$ cat src/rtl/fpx_pkg.sv
// shared constants, types and helpers of the paired float execution block
package fpx_pkg;
    // instruction fields
    localparam logic [5:0] float_unit_major_opcode = 6'h11;  // 010001
    localparam logic [4:0] BRANCH_ANY4_SUB  = 5'h0a;         // 01010
    localparam logic [4:0] FMT_SINGLE       = 5'h10;
    localparam logic [4:0] FMT_DOUBLE       = 5'h11;
    localparam logic [4:0] FMT_PAIRED_WORD  = 5'h14;         // 10100
    localparam logic [4:0] FMT_PAIRED_SGL   = 5'h16;         // 10110
    localparam logic [5:0] FN_PS_TO_PW      = 6'h24;         // 100100
    localparam logic [5:0] FN_PW_TO_PS      = 6'h26;         // 100110
    localparam logic [1:0] FN_COMPARE_TOP   = 2'h3;          // funct[5:4]
    localparam logic [1:0] CMP_ABS_MARK     = 2'h1;          // instr[7:6]
    localparam int         DISP_WIDTH       = 16;
    localparam int         ADDR_WIDTH       = 64;
    localparam int         FLAG_COUNT       = 8;
    // rounding modes as held in the control/status register
    localparam logic [1:0] RM_NEAREST = 2'h0;
    localparam logic [1:0] RM_ZERO    = 2'h1;
    localparam logic [1:0] RM_PLUS    = 2'h2;
    localparam logic [1:0] RM_MINUS   = 2'h3;
    localparam logic [31:0] WORD_MAX  = 32'h7fffffff;       // invalid default
    localparam logic [7:0]  SGL_BIAS  = 8'h7f;

    typedef enum logic [0:0] {
        st_idle = 1'b0,   // no branch pending
        st_slot = 1'b1    // branch decided, delay slot running
    } br_state_t;

    // condition flag write port
    typedef struct packed {
        logic [7:0] we;
        logic [7:0] val;
    } flag_write_t;

    // float register write port
    typedef struct packed {
        logic        we;
        logic [4:0]  addr;
        logic [63:0] data;
    } fpr_write_t;

    // increment decision for a truncated magnitude
    function automatic logic round_inc(input logic [1:0] rm, input logic sgn,
                                       input logic lsb, input logic grd,
                                       input logic stk);
        unique case (rm)
            RM_NEAREST: return grd & (stk | lsb);
            RM_ZERO:    return 1'b0;
            RM_PLUS:    return ~sgn & (grd | stk);
            RM_MINUS:   return sgn & (grd | stk);
        endcase
    endfunction : round_inc
endpackage : fpx_pkg

$ cat src/rtl/paired_float_branch_compare_convert.sv
// branch on four flags, magnitude compare and paired conversions
// Operation
// - decode four-flag branch, sense one, nullify zero
// - take branch if any of four flags set
// - target is delay-slot address plus shifted displacement
// - redirect only after the delay slot executes
// - compare magnitudes exactly, no overflow or underflow
// - compare writes outcome into addressed flag
// - outcome ORs less, equal, unordered by predicate
// - nan means unordered; invalid on signalling or bit3
// - paired compare: lower to n, upper n+1
// - paired compare ORs both halves' exceptions
// - decode paired single to paired word
// - each half rounds to 32-bit integer
// - infinity, nan or range overflow flags invalid
// - trap leaves destination; else write maximum integer
// - decode paired word to paired single
// - each word rounds to single, upper stays upper
`timescale 1ns/100ps
module paired_float_branch_compare_convert
    import fpx_pkg::*;
(
    input  wire logic                  core_clk,       // core clock
    input  wire logic                  srst,           // synchronous reset
    input  wire logic                  issue_valid,    // instruction offered this cycle
    input  wire logic [31:0]           instr,          // instruction word
    input  wire logic [ADDR_WIDTH-1:0] slot_pc,        // address of the delay slot
    input  wire logic                  slot_done,      // delay slot instruction retired
    input  wire logic [FLAG_COUNT-1:0] cond_flags,     // current condition flags
    input  wire logic [63:0]           first_source,   // first_source_reg contents
    input  wire logic [63:0]           second_source,  // second_source_reg contents
    input  wire logic [1:0]            round_mode,     // rounding mode field
    input  wire logic                  invalid_enable, // invalid operation enable
    output logic                       branch_pending, // branch waits on its slot
    output logic                       redirect,       // pulse: load redirect_pc
    output logic [ADDR_WIDTH-1:0]      redirect_pc,    // branch target
    output flag_write_t                flag_write,     // condition flag update
    output fpr_write_t                 fpr_write,      // float_register update
    output logic                       invalid_set,    // pulse: set invalid flag
    output logic                       invalid_trap    // pulse: take the trap
);
    // every flop of the block lives in this one record
    typedef struct packed {
        br_state_t             fsm;
        logic                  taken;
        logic                  redirect;
        logic [ADDR_WIDTH-1:0] target;
        flag_write_t           flags;
        fpr_write_t            float_register;
        logic                  inv_set;
        logic                  trap;
    } state_t;

    localparam state_t RESET_STATE = '{fsm: st_idle, default: '0};

    state_t cur;        // registered state
    state_t next_cur;   // next state

    // instruction fields
    logic [5:0]  op;           // major opcode
    logic [4:0]  fmt;          // format or sub-opcode
    logic [4:0]  tgt_field;    // second source field
    logic [5:0]  funct;        // function code
    logic [2:0]  flag_index;   // flag_index field of the branch
    logic [2:0]  cmp_index;    // flag_index field of the compare
    logic [3:0]  pred;         // compare predicate
    logic [4:0]  destination_reg;
    logic [DISP_WIDTH-1:0] disp;

    assign op              = instr[31:26];
    assign fmt             = instr[25:21];
    assign tgt_field       = instr[20:16];
    assign funct           = instr[5:0];
    assign flag_index      = instr[20:18];
    assign cmp_index       = instr[10:8];
    assign pred            = instr[3:0];
    assign destination_reg = instr[10:6];
    assign disp            = instr[15:0];

    // decode strobes
    logic dec_branch;    // four-flag branch, true sense
    logic dec_cmp;       // magnitude_compare
    logic dec_ps2pw;     // pair_float_to_pair_int
    logic dec_pw2ps;     // pair_int_to_pair_float
    logic cmp_paired;    // compare in paired_single format
    logic cmp_double;    // compare in double format

    always_comb begin
        dec_branch = issue_valid && op == float_unit_major_opcode
                     && fmt == BRANCH_ANY4_SUB
                     && !instr[17] && instr[16];
        cmp_paired = fmt == FMT_PAIRED_SGL;
        cmp_double = fmt == FMT_DOUBLE;
        dec_cmp    = issue_valid && op == float_unit_major_opcode
                     && (fmt == FMT_SINGLE || cmp_double || cmp_paired)
                     && funct[5:4] == FN_COMPARE_TOP
                     && instr[7:6] == CMP_ABS_MARK;
        dec_ps2pw  = issue_valid && op == float_unit_major_opcode
                     && fmt == FMT_PAIRED_SGL && tgt_field == 5'h0
                     && funct == FN_PS_TO_PW;
        dec_pw2ps  = issue_valid && op == float_unit_major_opcode
                     && fmt == FMT_PAIRED_WORD && tgt_field == 5'h0
                     && funct == FN_PW_TO_PS;
    end

    // magnitude compare of one operand pair: {snan, unordered, less, equal}
    // sign bits are dropped, so raw unsigned order of the rest is exact
    function automatic logic [3:0] mag_cmp(input logic [63:0] a,
                                           input logic [63:0] b,
                                           input logic dbl);
        logic [62:0] ma;
        logic [62:0] mb;
        logic        na;
        logic        nb;
        logic        sa;
        logic        sb;
        ma = dbl ? a[62:0] : {32'h0, a[30:0]};
        mb = dbl ? b[62:0] : {32'h0, b[30:0]};
        na = dbl ? (&a[62:52] && |a[51:0]) : (&a[30:23] && |a[22:0]);
        nb = dbl ? (&b[62:52] && |b[51:0]) : (&b[30:23] && |b[22:0]);
        sa = na && !(dbl ? a[51] : a[22]);
        sb = nb && !(dbl ? b[51] : b[22]);
        return {sa | sb, na | nb, !(na | nb) && ma < mb,
                !(na | nb) && ma == mb};
    endfunction : mag_cmp

    // signed word to single precision with the current rounding mode
    function automatic logic [31:0] word_to_single(input logic [31:0] w,
                                                   input logic [1:0] rm);
        logic        s;
        logic [31:0] mag;
        logic [31:0] n;
        logic [4:0]  p;
        logic        inc;
        logic [24:0] m;
        logic [7:0]  e;
        s   = w[31];
        mag = s ? 32'(32'h0 - w) : w;
        p   = '0;
        for (int i = 0; i < 32; i++) begin
            if (mag[i]) begin
                p = 5'(i);
            end
        end
        n   = mag << (5'd31 - p);
        inc = round_inc(rm, s, n[8], n[7], |n[6:0]);
        m   = {1'b1, n[30:8]} + {24'h0, inc};
        e   = SGL_BIAS + {3'h0, p} + {7'h0, m[24]};
        if (mag == 32'h0) begin
            return 32'h0;
        end
        return {s, e, m[24] ? m[23:1] : m[22:0]};
    endfunction : word_to_single

    // compare results, one per half; half 0 also serves single and double
    logic [3:0] cmp_res [2];   // {snan, unordered, less, equal}
    logic [1:0] cmp_out;       // predicate outcome per half
    logic [1:0] cmp_inv;       // invalid per half
    // paired-word conversion results per half
    logic [31:0] cvt_word [2];
    logic [1:0]  cvt_inv;
    logic [31:0] cvt_sgl [2];

    // both halves share one structure, so one loop builds them
    for (genvar h = 0; h < 2; h++) begin : g_half
        always_comb begin
            cmp_res[h] = mag_cmp(h == 0 ? first_source
                                        : {32'h0, first_source[63:32]},
                                 h == 0 ? second_source
                                        : {32'h0, second_source[63:32]},
                                 h == 0 && cmp_double);
            cmp_out[h] = (pred[2] & cmp_res[h][1])
                       | (pred[1] & cmp_res[h][0])
                       | (pred[0] & cmp_res[h][2]);
            cmp_inv[h] = cmp_res[h][3] | (pred[3] & cmp_res[h][2]);
            cvt_sgl[h] = word_to_single(first_source[32*h +: 32],
                                        round_mode);
        end
        single_to_word single_to_word_inst (
            .value      (first_source[32*h +: 32]),
            .round_mode (round_mode),
            .result     (cvt_word[h]),
            .invalid    (cvt_inv[h])
        );
    end

    logic       cmp_any_inv;   // combined compare exception
    logic [2:0] pair_base;     // even flag index for paired compare
    logic       any4;          // any of the four selected flags set

    always_comb begin
        cmp_any_inv = cmp_inv[0] | (cmp_paired & cmp_inv[1]);
        pair_base   = {cmp_index[2:1], 1'b0};
        // misaligned index bits are ignored, the issuer keeps them clear
        any4 = flag_index[2] ? |cond_flags[7:4] : |cond_flags[3:0];
    end

    // next state: pulses fall back each cycle, branch fsm advances
    always_comb begin
        next_cur          = cur;
        next_cur.redirect = 1'b0;
        next_cur.flags    = '0;
        next_cur.float_register.we   = 1'b0;
        next_cur.inv_set  = 1'b0;
        next_cur.trap     = 1'b0;
        unique case (cur.fsm)
            st_idle: begin
                // a branch inside a delay slot is not accepted here
                if (dec_branch) begin
                    next_cur.fsm    = st_slot;
                    next_cur.taken  = any4;
                    next_cur.target = slot_pc
                        + {{(ADDR_WIDTH-DISP_WIDTH-2){disp[15]}}, disp, 2'b00};
                end
            end
            st_slot: begin
                // wait for the delay slot before steering the fetch
                if (slot_done) begin
                    next_cur.fsm      = st_idle;
                    next_cur.redirect = cur.taken;
                end
            end
        endcase
        if (dec_cmp) begin
            next_cur.inv_set = cmp_any_inv;
            if (cmp_any_inv && invalid_enable) begin
                next_cur.trap = 1'b1;
            end else if (cmp_paired) begin
                next_cur.flags.we  = 8'(8'h3 << pair_base);
                next_cur.flags.val = 8'({6'h0, cmp_out} << pair_base);
            end else begin
                next_cur.flags.we  = 8'(8'h1 << cmp_index);
                next_cur.flags.val = 8'({7'h0, cmp_out[0]} << cmp_index);
            end
        end
        if (dec_ps2pw) begin
            next_cur.inv_set = |cvt_inv;
            next_cur.float_register.addr = destination_reg;
            if (|cvt_inv && invalid_enable) begin
                next_cur.trap = 1'b1;
            end else begin
                // a good half keeps its value beside a defaulted one
                next_cur.float_register.we   = 1'b1;
                next_cur.float_register.data = {cvt_word[1], cvt_word[0]};
            end
        end
        if (dec_pw2ps) begin
            next_cur.float_register.we   = 1'b1;
            next_cur.float_register.addr = destination_reg;
            next_cur.float_register.data = {cvt_sgl[1], cvt_sgl[0]};
        end
    end

    // one register bank for the whole record
    always_ff @(posedge core_clk) begin
        if (srst) begin
            cur <= RESET_STATE;
        end else begin
            cur <= next_cur;
        end
    end

    assign branch_pending = cur.fsm == st_slot;
    assign redirect       = cur.redirect;
    assign redirect_pc    = cur.target;
    assign flag_write     = cur.flags;
    assign fpr_write      = cur.float_register;
    assign invalid_set    = cur.inv_set;
    assign invalid_trap   = cur.trap;
endmodule : paired_float_branch_compare_convert

$ cat src/rtl/single_to_word.sv
// one single precision value to a signed 32-bit integer, with rounding
`timescale 1ns/100ps
module single_to_word
    import fpx_pkg::*;
(
    input  wire logic [31:0] value,       // single precision source half
    input  wire logic [1:0]  round_mode,  // current rounding mode
    output logic      [31:0] result,      // integer, or the default on invalid
    output logic             invalid      // infinity, nan or out of range
);
    logic        sgn;          // source sign
    logic [7:0]  expo;         // biased exponent
    logic [23:0] sig;          // significand with hidden bit
    logic [55:0] fixed;        // binary point between bits 24 and 23
    logic [31:0] ipart;        // truncated integer part
    logic        grd;          // first dropped bit
    logic        stk;          // any later dropped bit
    logic [32:0] mag;          // rounded magnitude, one spare bit

    // align, round, then range check; all combinational
    always_comb begin
        sgn   = value[31];
        expo  = value[30:23];
        sig   = {|expo, value[22:0]};
        fixed = '0;
        ipart = '0;
        grd   = 1'b0;
        stk   = 1'b0;
        if (expo < 8'd126) begin
            // below one half: only the sticky bit survives
            stk = |value[30:0];
        end else if (expo <= 8'd158) begin
            fixed = {sig, 32'h0} >> (8'd158 - expo);
            ipart = fixed[55:24];
            grd   = fixed[23];
            stk   = |fixed[22:0];
        end
        mag = {1'b0, ipart} + {32'h0, round_inc(round_mode, sgn, ipart[0], grd, stk)};
        // minus two to the 31st is the one magnitude legal only when negative
        if (expo == 8'hff || expo > 8'd158) begin
            invalid = 1'b1;
        end else if (sgn) begin
            invalid = mag > 33'h080000000;
        end else begin
            invalid = mag > 33'h07fffffff;
        end
        if (invalid) begin
            result = WORD_MAX;
        end else if (sgn) begin
            result = 32'(33'h0 - mag);
        end else begin
            result = mag[31:0];
        end
    end
endmodule : single_to_word

$ cat config.mk
export PLATFORM = sky130hd
export DESIGN_NAME = paired_float_branch_compare_convert
export DESIGN_NICKNAME = d
export VERILOG_FILES = /design/src/rtl/fpx_pkg.sv /design/src/rtl/paired_float_branch_compare_convert.sv /design/src/rtl/single_to_word.sv
export SDC_FILE = /design/constraint.sdc
export NUM_CORES = 1
export LEC_CHECK = 0
export ABC_AREA = 1
export BUFFER_PORTS_ARGS = -buffer_cell sky130_fd_sc_hd__buf_4
export CAP_MARGIN = 20
export CORE_MARGIN = 10
export CORE_UTILIZATION = 42
export CTS_CLUSTER_SIZE = 25
export DETAILED_ROUTE_END_ITERATION = 7
export SYNTH_ARGS = -nofsm -noshare
export SYNTH_HDL_FRONTEND = slang
export SYNTH_HIERARCHICAL = 1
export SYNTH_SLANG_ARGS = --single-unit
$ cat constraint.sdc
create_clock -name core_clk -period 5.2 [get_ports core_clk]
set_clock_uncertainty 0.1 [all_clocks]
set_input_delay 0.26 -clock core_clk [delete_from_list [all_inputs] [get_ports core_clk]]
set_output_delay 0.26 -clock core_clk [all_outputs]
set_load 0.01 [all_outputs]
Yosys cells after proc, flatten, opt, wreduce, memory -nomap -nowiden
Index checks and enable logic that the tools add are counted.
{"block": "op_classes", "shifts": 8, "n_bitwise": 45, "n_reduce_logical": 72, "mux": 114, "magnitude_cmp": 12, "n_addsub": 17, "eq_ne": 18}
{"cell": "$mux 32", "n": 14}
{"cell": "$mux 5", "n": 60}
{"cell": "$reduce_or 23->1", "n": 6}
{"cell": "$sub 1x32->32 const A", "n": 4}
{"cell": "$mux 63", "n": 2}
{"cell": "$shr 56x8->56", "n": 2}
{"cell": "$reduce_or 52->1", "n": 2}
{"cell": "$mux 72", "n": 1}
{"cell": "$mux 70", "n": 1}
{"cell": "$add 32x1->33", "n": 2}
{"cell": "$gt 33x31->1 const B", "n": 2}
{"cell": "$gt 33x32->1 const B", "n": 2}
{"cell": "$add 64x64->64", "n": 1}
{"cell": "$logic_not 32->1", "n": 2}
{"cell": "$mux 64", "n": 1}
{"cell": "$shl 32x5->31", "n": 2}
{"cell": "$eq 63x63->1", "n": 1}
{"cell": "$lt 63x63->1", "n": 1}
{"cell": "$reduce_or 31->1", "n": 2}
{"cell": "$add 24x1->25", "n": 2}
{"cell": "$mux 23", "n": 2}
{"cell": "$reduce_and 8->1", "n": 4}
{"cell": "$eq 31x31->1", "n": 1}
{"cell": "$lt 31x31->1", "n": 1}
{"cell": "40 further kinds", "n": 168}
{"block": "word_totals", "ff_bits": 155, "input_bits": 239, "output_inout_bits": 154}

Logic depth before layout (Yosys ltp)
{"block": "logic_depth", "ltp_word": 43, "mapped_depth": 60, "mapped_depth_nobuf": 59}

Cells and area by module
Netlist, hierarchy kept.
{"mod": "paired_float_branch_compare_convert", "seq_area_each_um2": 3103.0, "cells_each": 3541, "instances": 1, "area_per_inst_um2": 20953.8}
{"mod": "single_to_word", "seq_area_each_um2": 0.0, "cells_each": 949, "instances": 2, "area_per_inst_um2": 4576.9}

Worst setup path after synthesis
No wires, ideal clock.
{"block": "synth_timing", "path_kind": "input-to-reg", "startpoint": "input first_source[55]", "endpoint": "register cur (netlist bit fpr_write[32])", "arrival_time_ps": 5402, "setup_slack_ps": -424, "required_ps": 4978, "path_stages": 37, "path_buffers": 5, "path_cell_list": "inv_2 -> clkbuf_1 -> ha_1 -> buf_1 -> buf_1 -> nand3_1 -> nand3_1 -> nand2_1 -> nand2_1 -> nand4_1 -> or4_1 -> o21ai_0 -> nand2_1 -> nand3_1 -> nand2_1 -> a21oi_1 -> nor2_1 -> ha_1 -> ha_1 -> inv_1 -> ha_1 -> nand2_1 -> nor2_1 -> nand3_1 -> nor2_1 -> nand2_1 -> nor2_4 -> nand3_2 -> nand2_1 -> o21ai_0 -> or2_2 -> nand3_1 -> nand2_1 -> clkbuf_1 -> clkbuf_1 -> a21oi_1 -> a21oi_1"}
{"block": "synth_between", "elab_cells_between_ends": 62, "classes_between": "6 x add/sub; 5 x order compare; 2 x eq/ne; 2 x shift; 28 x mux; 10 x bitwise; 9 x reduce/logical"}
{"item": "start, declared", "line": "paired_float_branch_compare_convert.sv:30", "rtl": "input wire logic [63:0] first_source,"}
{"item": "$sub 8x8->8 / $reduce_or 8->1 (equally long branches)", "line": "single_to_word.sv:33, single_to_word.sv:24"}
{"item": "$shr 56x8->56", "line": "single_to_word.sv:33", "rtl": "fixed = {sig, 32'h0} >> (8'd158 - expo);"}
{"item": "$reduce_or 23->1", "line": "single_to_word.sv:36", "rtl": "stk = |fixed[22:0];"}
{"item": "$mux 1", "line": "single_to_word.sv:32", "rtl": "end else if (expo <= 8'd158) begin"}
{"item": "$mux 1", "line": "single_to_word.sv:29", "rtl": "if (expo < 8'd126) begin"}
{"item": "$or 1x1->1, on equally long branches", "line": "fpx_pkg.sv:50, fpx_pkg.sv:51, fpx_pkg.sv:48"}
{"item": "$and 1x1->1, on equally long branches", "line": "fpx_pkg.sv:51, fpx_pkg.sv:48, fpx_pkg.sv:50"}
{"item": "$pmux 1 s4", "line": "fpx_pkg.sv:47", "rtl": "unique case (rm)"}
{"item": "$add 32x1->33", "line": "single_to_word.sv:38", "rtl": "mag = {1'b0, ipart} + {32'h0, round_inc(round_mode, sgn, ipart[0], grd, stk)};"}
{"item": "$gt 33x31->1 / $gt 33x32->1 (equally long branches)", "line": "single_to_word.sv:45, single_to_word.sv:43"}
{"item": "$mux 1", "line": "single_to_word.sv:42", "rtl": "end else if (sgn) begin"}
{"item": "$mux 1 *", "line": "single_to_word.sv:40", "rtl": "if (expo == 8'hff || expo > 8'd158) begin"}
{"item": "via cvt_inv[1]", "line": "paired_float_branch_compare_convert.sv:161", "rtl": "logic [1:0] cvt_inv;"}
{"item": "$mux 32 / $reduce_or 2->1 (equally long branches)", "line": "single_to_word.sv:47, paired_float_branch_compare_convert.sv:239"}
{"item": "$mux 64 / $logic_and 1x1->1 (equally long branches)", "line": "paired_float_branch_compare_convert.sv:239", "rtl": "if (|cvt_inv && invalid_enable) begin"}
{"item": "$mux 72 / $ne 2x2->1 (equally long branches)"}
{"item": "$mux 70 / $reduce_and 2->1 (equally long branches)"}
{"item": "end signal, assigned", "line": "paired_float_branch_compare_convert.sv:259", "rtl": "cur <= next_cur;"}
{"item": "end, declared", "line": "paired_float_branch_compare_convert.sv:56", "rtl": "state_t cur;"}
Mark *: on every way through the listed nets, which the timed path passes. The rest lies on a longest branch. The select of a mux whose other input is x is not followed.
A chain may end at the register's enable or synchronous reset.

Worst setup path after layout
{"block": "layout_timing", "startpoint": "input first_source[1]", "endpoint": "register cur (netlist bit fpr_write[26])"}
{"block": "layout_between", "elab_chain_cells": 43, "elab_cells_between_ends": 78, "classes_between": "7 x add/sub; 2 x order compare; 1 x eq/ne; 2 x shift; 49 x mux; 10 x bitwise; 7 x reduce/logical"}
{"item": "$sub 1x32->32", "line": "paired_float_branch_compare_convert.sv:138", "rtl": "mag = s ? 32'(32'h0 - w) : w;"}
{"item": "$mux 32", "line": "paired_float_branch_compare_convert.sv:138"}
{"item": "$mux 1", "line": "paired_float_branch_compare_convert.sv:141", "rtl": "if (mag[i]) begin"}
{"item": "$mux 5 (30 in series)", "line": "paired_float_branch_compare_convert.sv:141"}
{"item": "$sub 5x5->5", "line": "paired_float_branch_compare_convert.sv:145", "rtl": "n = mag << (5'd31 - p);"}
{"item": "$shl 32x5->31", "line": "paired_float_branch_compare_convert.sv:145"}
{"item": "$reduce_or 7->1", "line": "paired_float_branch_compare_convert.sv:146", "rtl": "inc = round_inc(rm, s, n[8], n[7], |n[6:0]);"}
{"item": "$or 1x1->1, on equally long branches", "line": "fpx_pkg.sv:50, fpx_pkg.sv:51, fpx_pkg.sv:48"}
{"item": "$and 1x1->1, on equally long branches", "line": "fpx_pkg.sv:51, fpx_pkg.sv:48, fpx_pkg.sv:50"}
{"item": "$pmux 1 s4", "line": "fpx_pkg.sv:47"}
{"item": "$add 24x1->25", "line": "paired_float_branch_compare_convert.sv:147", "rtl": "m = {1'b1, n[30:8]} + {24'h0, inc};"}
{"item": "$add 8x1->8", "line": "paired_float_branch_compare_convert.sv:148", "rtl": "e = SGL_BIAS + {3'h0, p} + {7'h0, m[24]};"}
{"item": "$mux 32", "line": "paired_float_branch_compare_convert.sv:152", "rtl": "return {s, e, m[24] ? m[23:1] : m[22:0]};"}
{"item": "$mux 70", "line": "paired_float_branch_compare_convert.sv:247", "rtl": "if (dec_pw2ps) begin"}
Parallel ways exist; a longest one is shown, timed or not. The select of a mux whose other input is x is not followed.

==> impl_results.md <==
* Crit path buf inv count at 9
* Synthesized flop and latch total at 155
* Vias at between 40000 and 50000
* Clock root cell: clkbuf_16
* Crit path arrival time at about 5.6 ns
* Commonest non-fill, non-tap cell in the layout: buf_4
* Clock Power Share at 16.0%
* Tmin final at 5.30 ns
* Final RePlAce weighted congestion at 0.968
* CTS tree: done
* Detailed Place HPWL at 108 mm
* Status: finished with violations
* PD cells at 168 mW/mm2
* Mapped Avg Cell Area at 5.54 um2
* Final setup violation count at 14
* Gr busiest metal: met2
* VDD IR-drop max at 0.243 mV
* Worst-Margin Slew at between 1 and 1.5 ns
* Area of the core at 0.0712 mm2
* Initial antenna violation count at 1
* Die H at about 290 um
* Slowest CP cell: ha_2
* Hold Vio Cnt, Final at 0
* Largest net degree at the start of global routing at 56
* CP required at between 5 and 6 ns
* Worst hold slack at around 0.12 ns
* Starting Density at between 40 and 50%
* Cells after Synth at between 5000 and 6000
* Buffers from clock root to sink, at most at 2
* Min-Delay Path Class: in -> reg
* Tcrit/Tclk final at 102%
* Pleak at ~24 nW
* Slowest cell delay on critical path at between 0.2 and 0.3 ns
* Post-synth top flop: dfxtp_1
* Comb pwr share at roughly two thirds
* Type of element capturing the critical path: flop
* Synth Cell Area at 0.0301 mm2
* CTS Buf Count at 17
* Max-slew violations at 0
* Commonest non-fill, non-tap cells in the layout: 1525 x buf_4, 1334 x nand2_1, 679 x nand3_1, 502 x inv_1, 481 x nor2_1
* Max transition margin at 31.1%
* Warnings from Yosys at 6
* DR pass1 iterations at 6
* Distinct cells, synth at 69
* Die X at 288 um
* Routed wire length per instance at approximately 18 um
* I/O Buffers at just under 400
* Element type at the critical path start: primary input
* Max-cap viol count at 0
* GR Util met2 at between 50% and 60%
* Internal cell power at approximately 4.2 mW
* Top delay family on crit path: simple AND/OR/NAND/NOR gates
* GRT met1 Usage at 36.2%
* DR DRC count at 0
* Failing checks: setup timing
* Sequential fraction of the synthesis area at 10.3%
* Syn Nets at 5858
* Pre-CTS setup slack at -0.944 ns
* Clk sinks at 155
* ANT nets after route at 0
* Fillers at ~6800
* First-pass GRT wire length at a little over 200 mm
* Share of layout cells above drive strength 1 at between 30% and 40%
* Row Count at 98
* FMAX at approximately 190 MHz
* CTS H-tree depth at 4
* Clock transition at path regs at roughly 0.070 ns
* GRT Overall Usage at ~30%
* RSZ-0062 raised after global routing: yes
* Total grt overflow at 0
* Switching power total at 3.49 mW
* Routed Wire Length at 138 mm
* Flop pwr share at roughly 16%
* Post-DR vias/cell at 5.39
* Iter 0 DRT Violations at ~3300
* Critical path type: in -> reg
* Power, Total at between 7 and 8 mW
* Final WS setup at -0.104 ns
* Met3 usage at roughly 2.8%
* NumNets Final at approximately 7200
* IO Pins at slightly below 400
* Die Area at 0.0828 mm2
* Area Growth Syn to Fin at 51.9%
* Worst skew pair latency at 0.44 ns
* Vias in the first global route at approximately 39000
* Asr flop ratio synth at 0%
* Switching Fraction at 45.5%
* Crit-path max FO at 4
* EDFF count, synth at 0
## per-layer routing
layer / wire length (um) / vias up
li1: - / 20500
met1: 54800 / 19200
met2: 68100 / 1402
met3: 7450 / 358
met4: 7230 / 0
met5: 0 / -
## state kept, by name, indices dropped and copies added, names as in the netlist
signal / flops
redirect: 1
branch_pending: 1
flag_write: 16
redirect_pc: 64
fpr_write: 70
invalid_set: 1
cur: 1
invalid_trap: 1
## synthesized netlist by cell type (30+ instances only)
cell,instances,share of area [%]
nor4_1,36,0.75
xnor2_1,30,0.87
nand4_1,157,3.3
buf_4,170,4.2
dfxtp_1,155,10
buf_2,49,0.81
nand3_2,43,1.4
nor3_1,46,0.76
nor2_1,521,6.5
nand3_1,882,15
xor2_1,133,3.9
a31oi_1,30,0.62
nor2_2,55,1.1
clkbuf_1,105,1.3
nand2_2,33,0.69
o21ai_1,31,0.52
a21oi_1,281,4.7
nand2_1,1494,19
inv_1,522,6.5
o21ai_0,219,3.6
ha_1,179,7.4
inv_2,38,0.47
## tightest hold or removal path, stage by stage
cell	delay, ns
buf_4	0.08
o41ai_1	0.05
o21ai_0	0.06
o21ai_0	0.08
a21oi_1	0.10
## what timing repair did
action                                  CTS  global route
gates resized for setup                 143           619
hold endpoints to repair                 14             0
endpoints found under the setup margin   65            69
gates cloned                              5            23
hold buffers                              9             0
setup buffers                            89            62
pin swaps                                73           216
## stage by stage
step / setup TNS, ns / cell area, um2 / instances / utilization (%)
after floorplan: -0.00225 / 30300 / 5439 / -
after global placement: -54.24 / 40500 / 7492 / 56.8
after detailed placement: -56.19 / 40500 / 7492 / 56.8
after CTS: 0 / 42400 / 7623 / 59.5
after global routing: -23.32 / 45700 / 7692 / 64.2
final: -0.651 / 45700 / 7694 / 64.2
## logic make-up (layout without fill, tap and decap cells)
| family | after synthesis | in the layout | synth area share [%] |
|---|---|---|---|
| xor gates and xnor gates | 165 | 165 | 4.85 |
| and+or+nand+nor | 3364 | 3367 | 51.0 |
| AOI/OAI and AO/OA | 650 | 650 | 12.0 |
| other | 0 | 2 | 0 |
| DFF | 155 | 155 | 10.3 |
| adders and majority gates | 180 | 180 | 7.51 |
| buffers and inverters | 925 | 2225 | 14.4 |
## final timing paths
check	from	end	slack, ns	cells past startpoint
max	first_source[1]	fpr_write[26]$_SDFFE_PP0P_	-0.10	42
min	cond_flags[3]	cur[153]$_SDFFE_PP0P_	0.12	5
max reg2reg	branch_pending$_SDFF_PP0_	redirect_pc[63]$_SDFFE_PP0P_	2.18	9
min reg2reg	cur[153]$_SDFFE_PP0P_	redirect$_SDFF_PP0_	0.37	2
## power groups by stage
stage | Combinational [mW] | Clock [mW] | Sequential [mW]
after floorplan | 2.44 | 0 | 1.21
after global placement | 4.50 | 0 | 1.21
after detailed placement | 4.52 | 0 | 1.21
after CTS | 4.73 | 1.25 | 1.19
after global routing | 5.71 | 1.29 | 1.19
final | 5.25 | 1.23 | 1.19
## layout make-up
type	count	area, um2	share of cell area, %
flip-flops and latches	155	3100	6.78
well taps	950	1190	2.60
inverters	566	2180	4.77
multi-input cells	4362	25700	56.2
clock buffers	20	457	0.999
repair inverters	1	3.75	0.00821
diodes	2	5.00	0.0109
repair buffers	1628	13000	28.4
clock inverters	10	93.8	0.205
(Power assumes the default switching activity.)
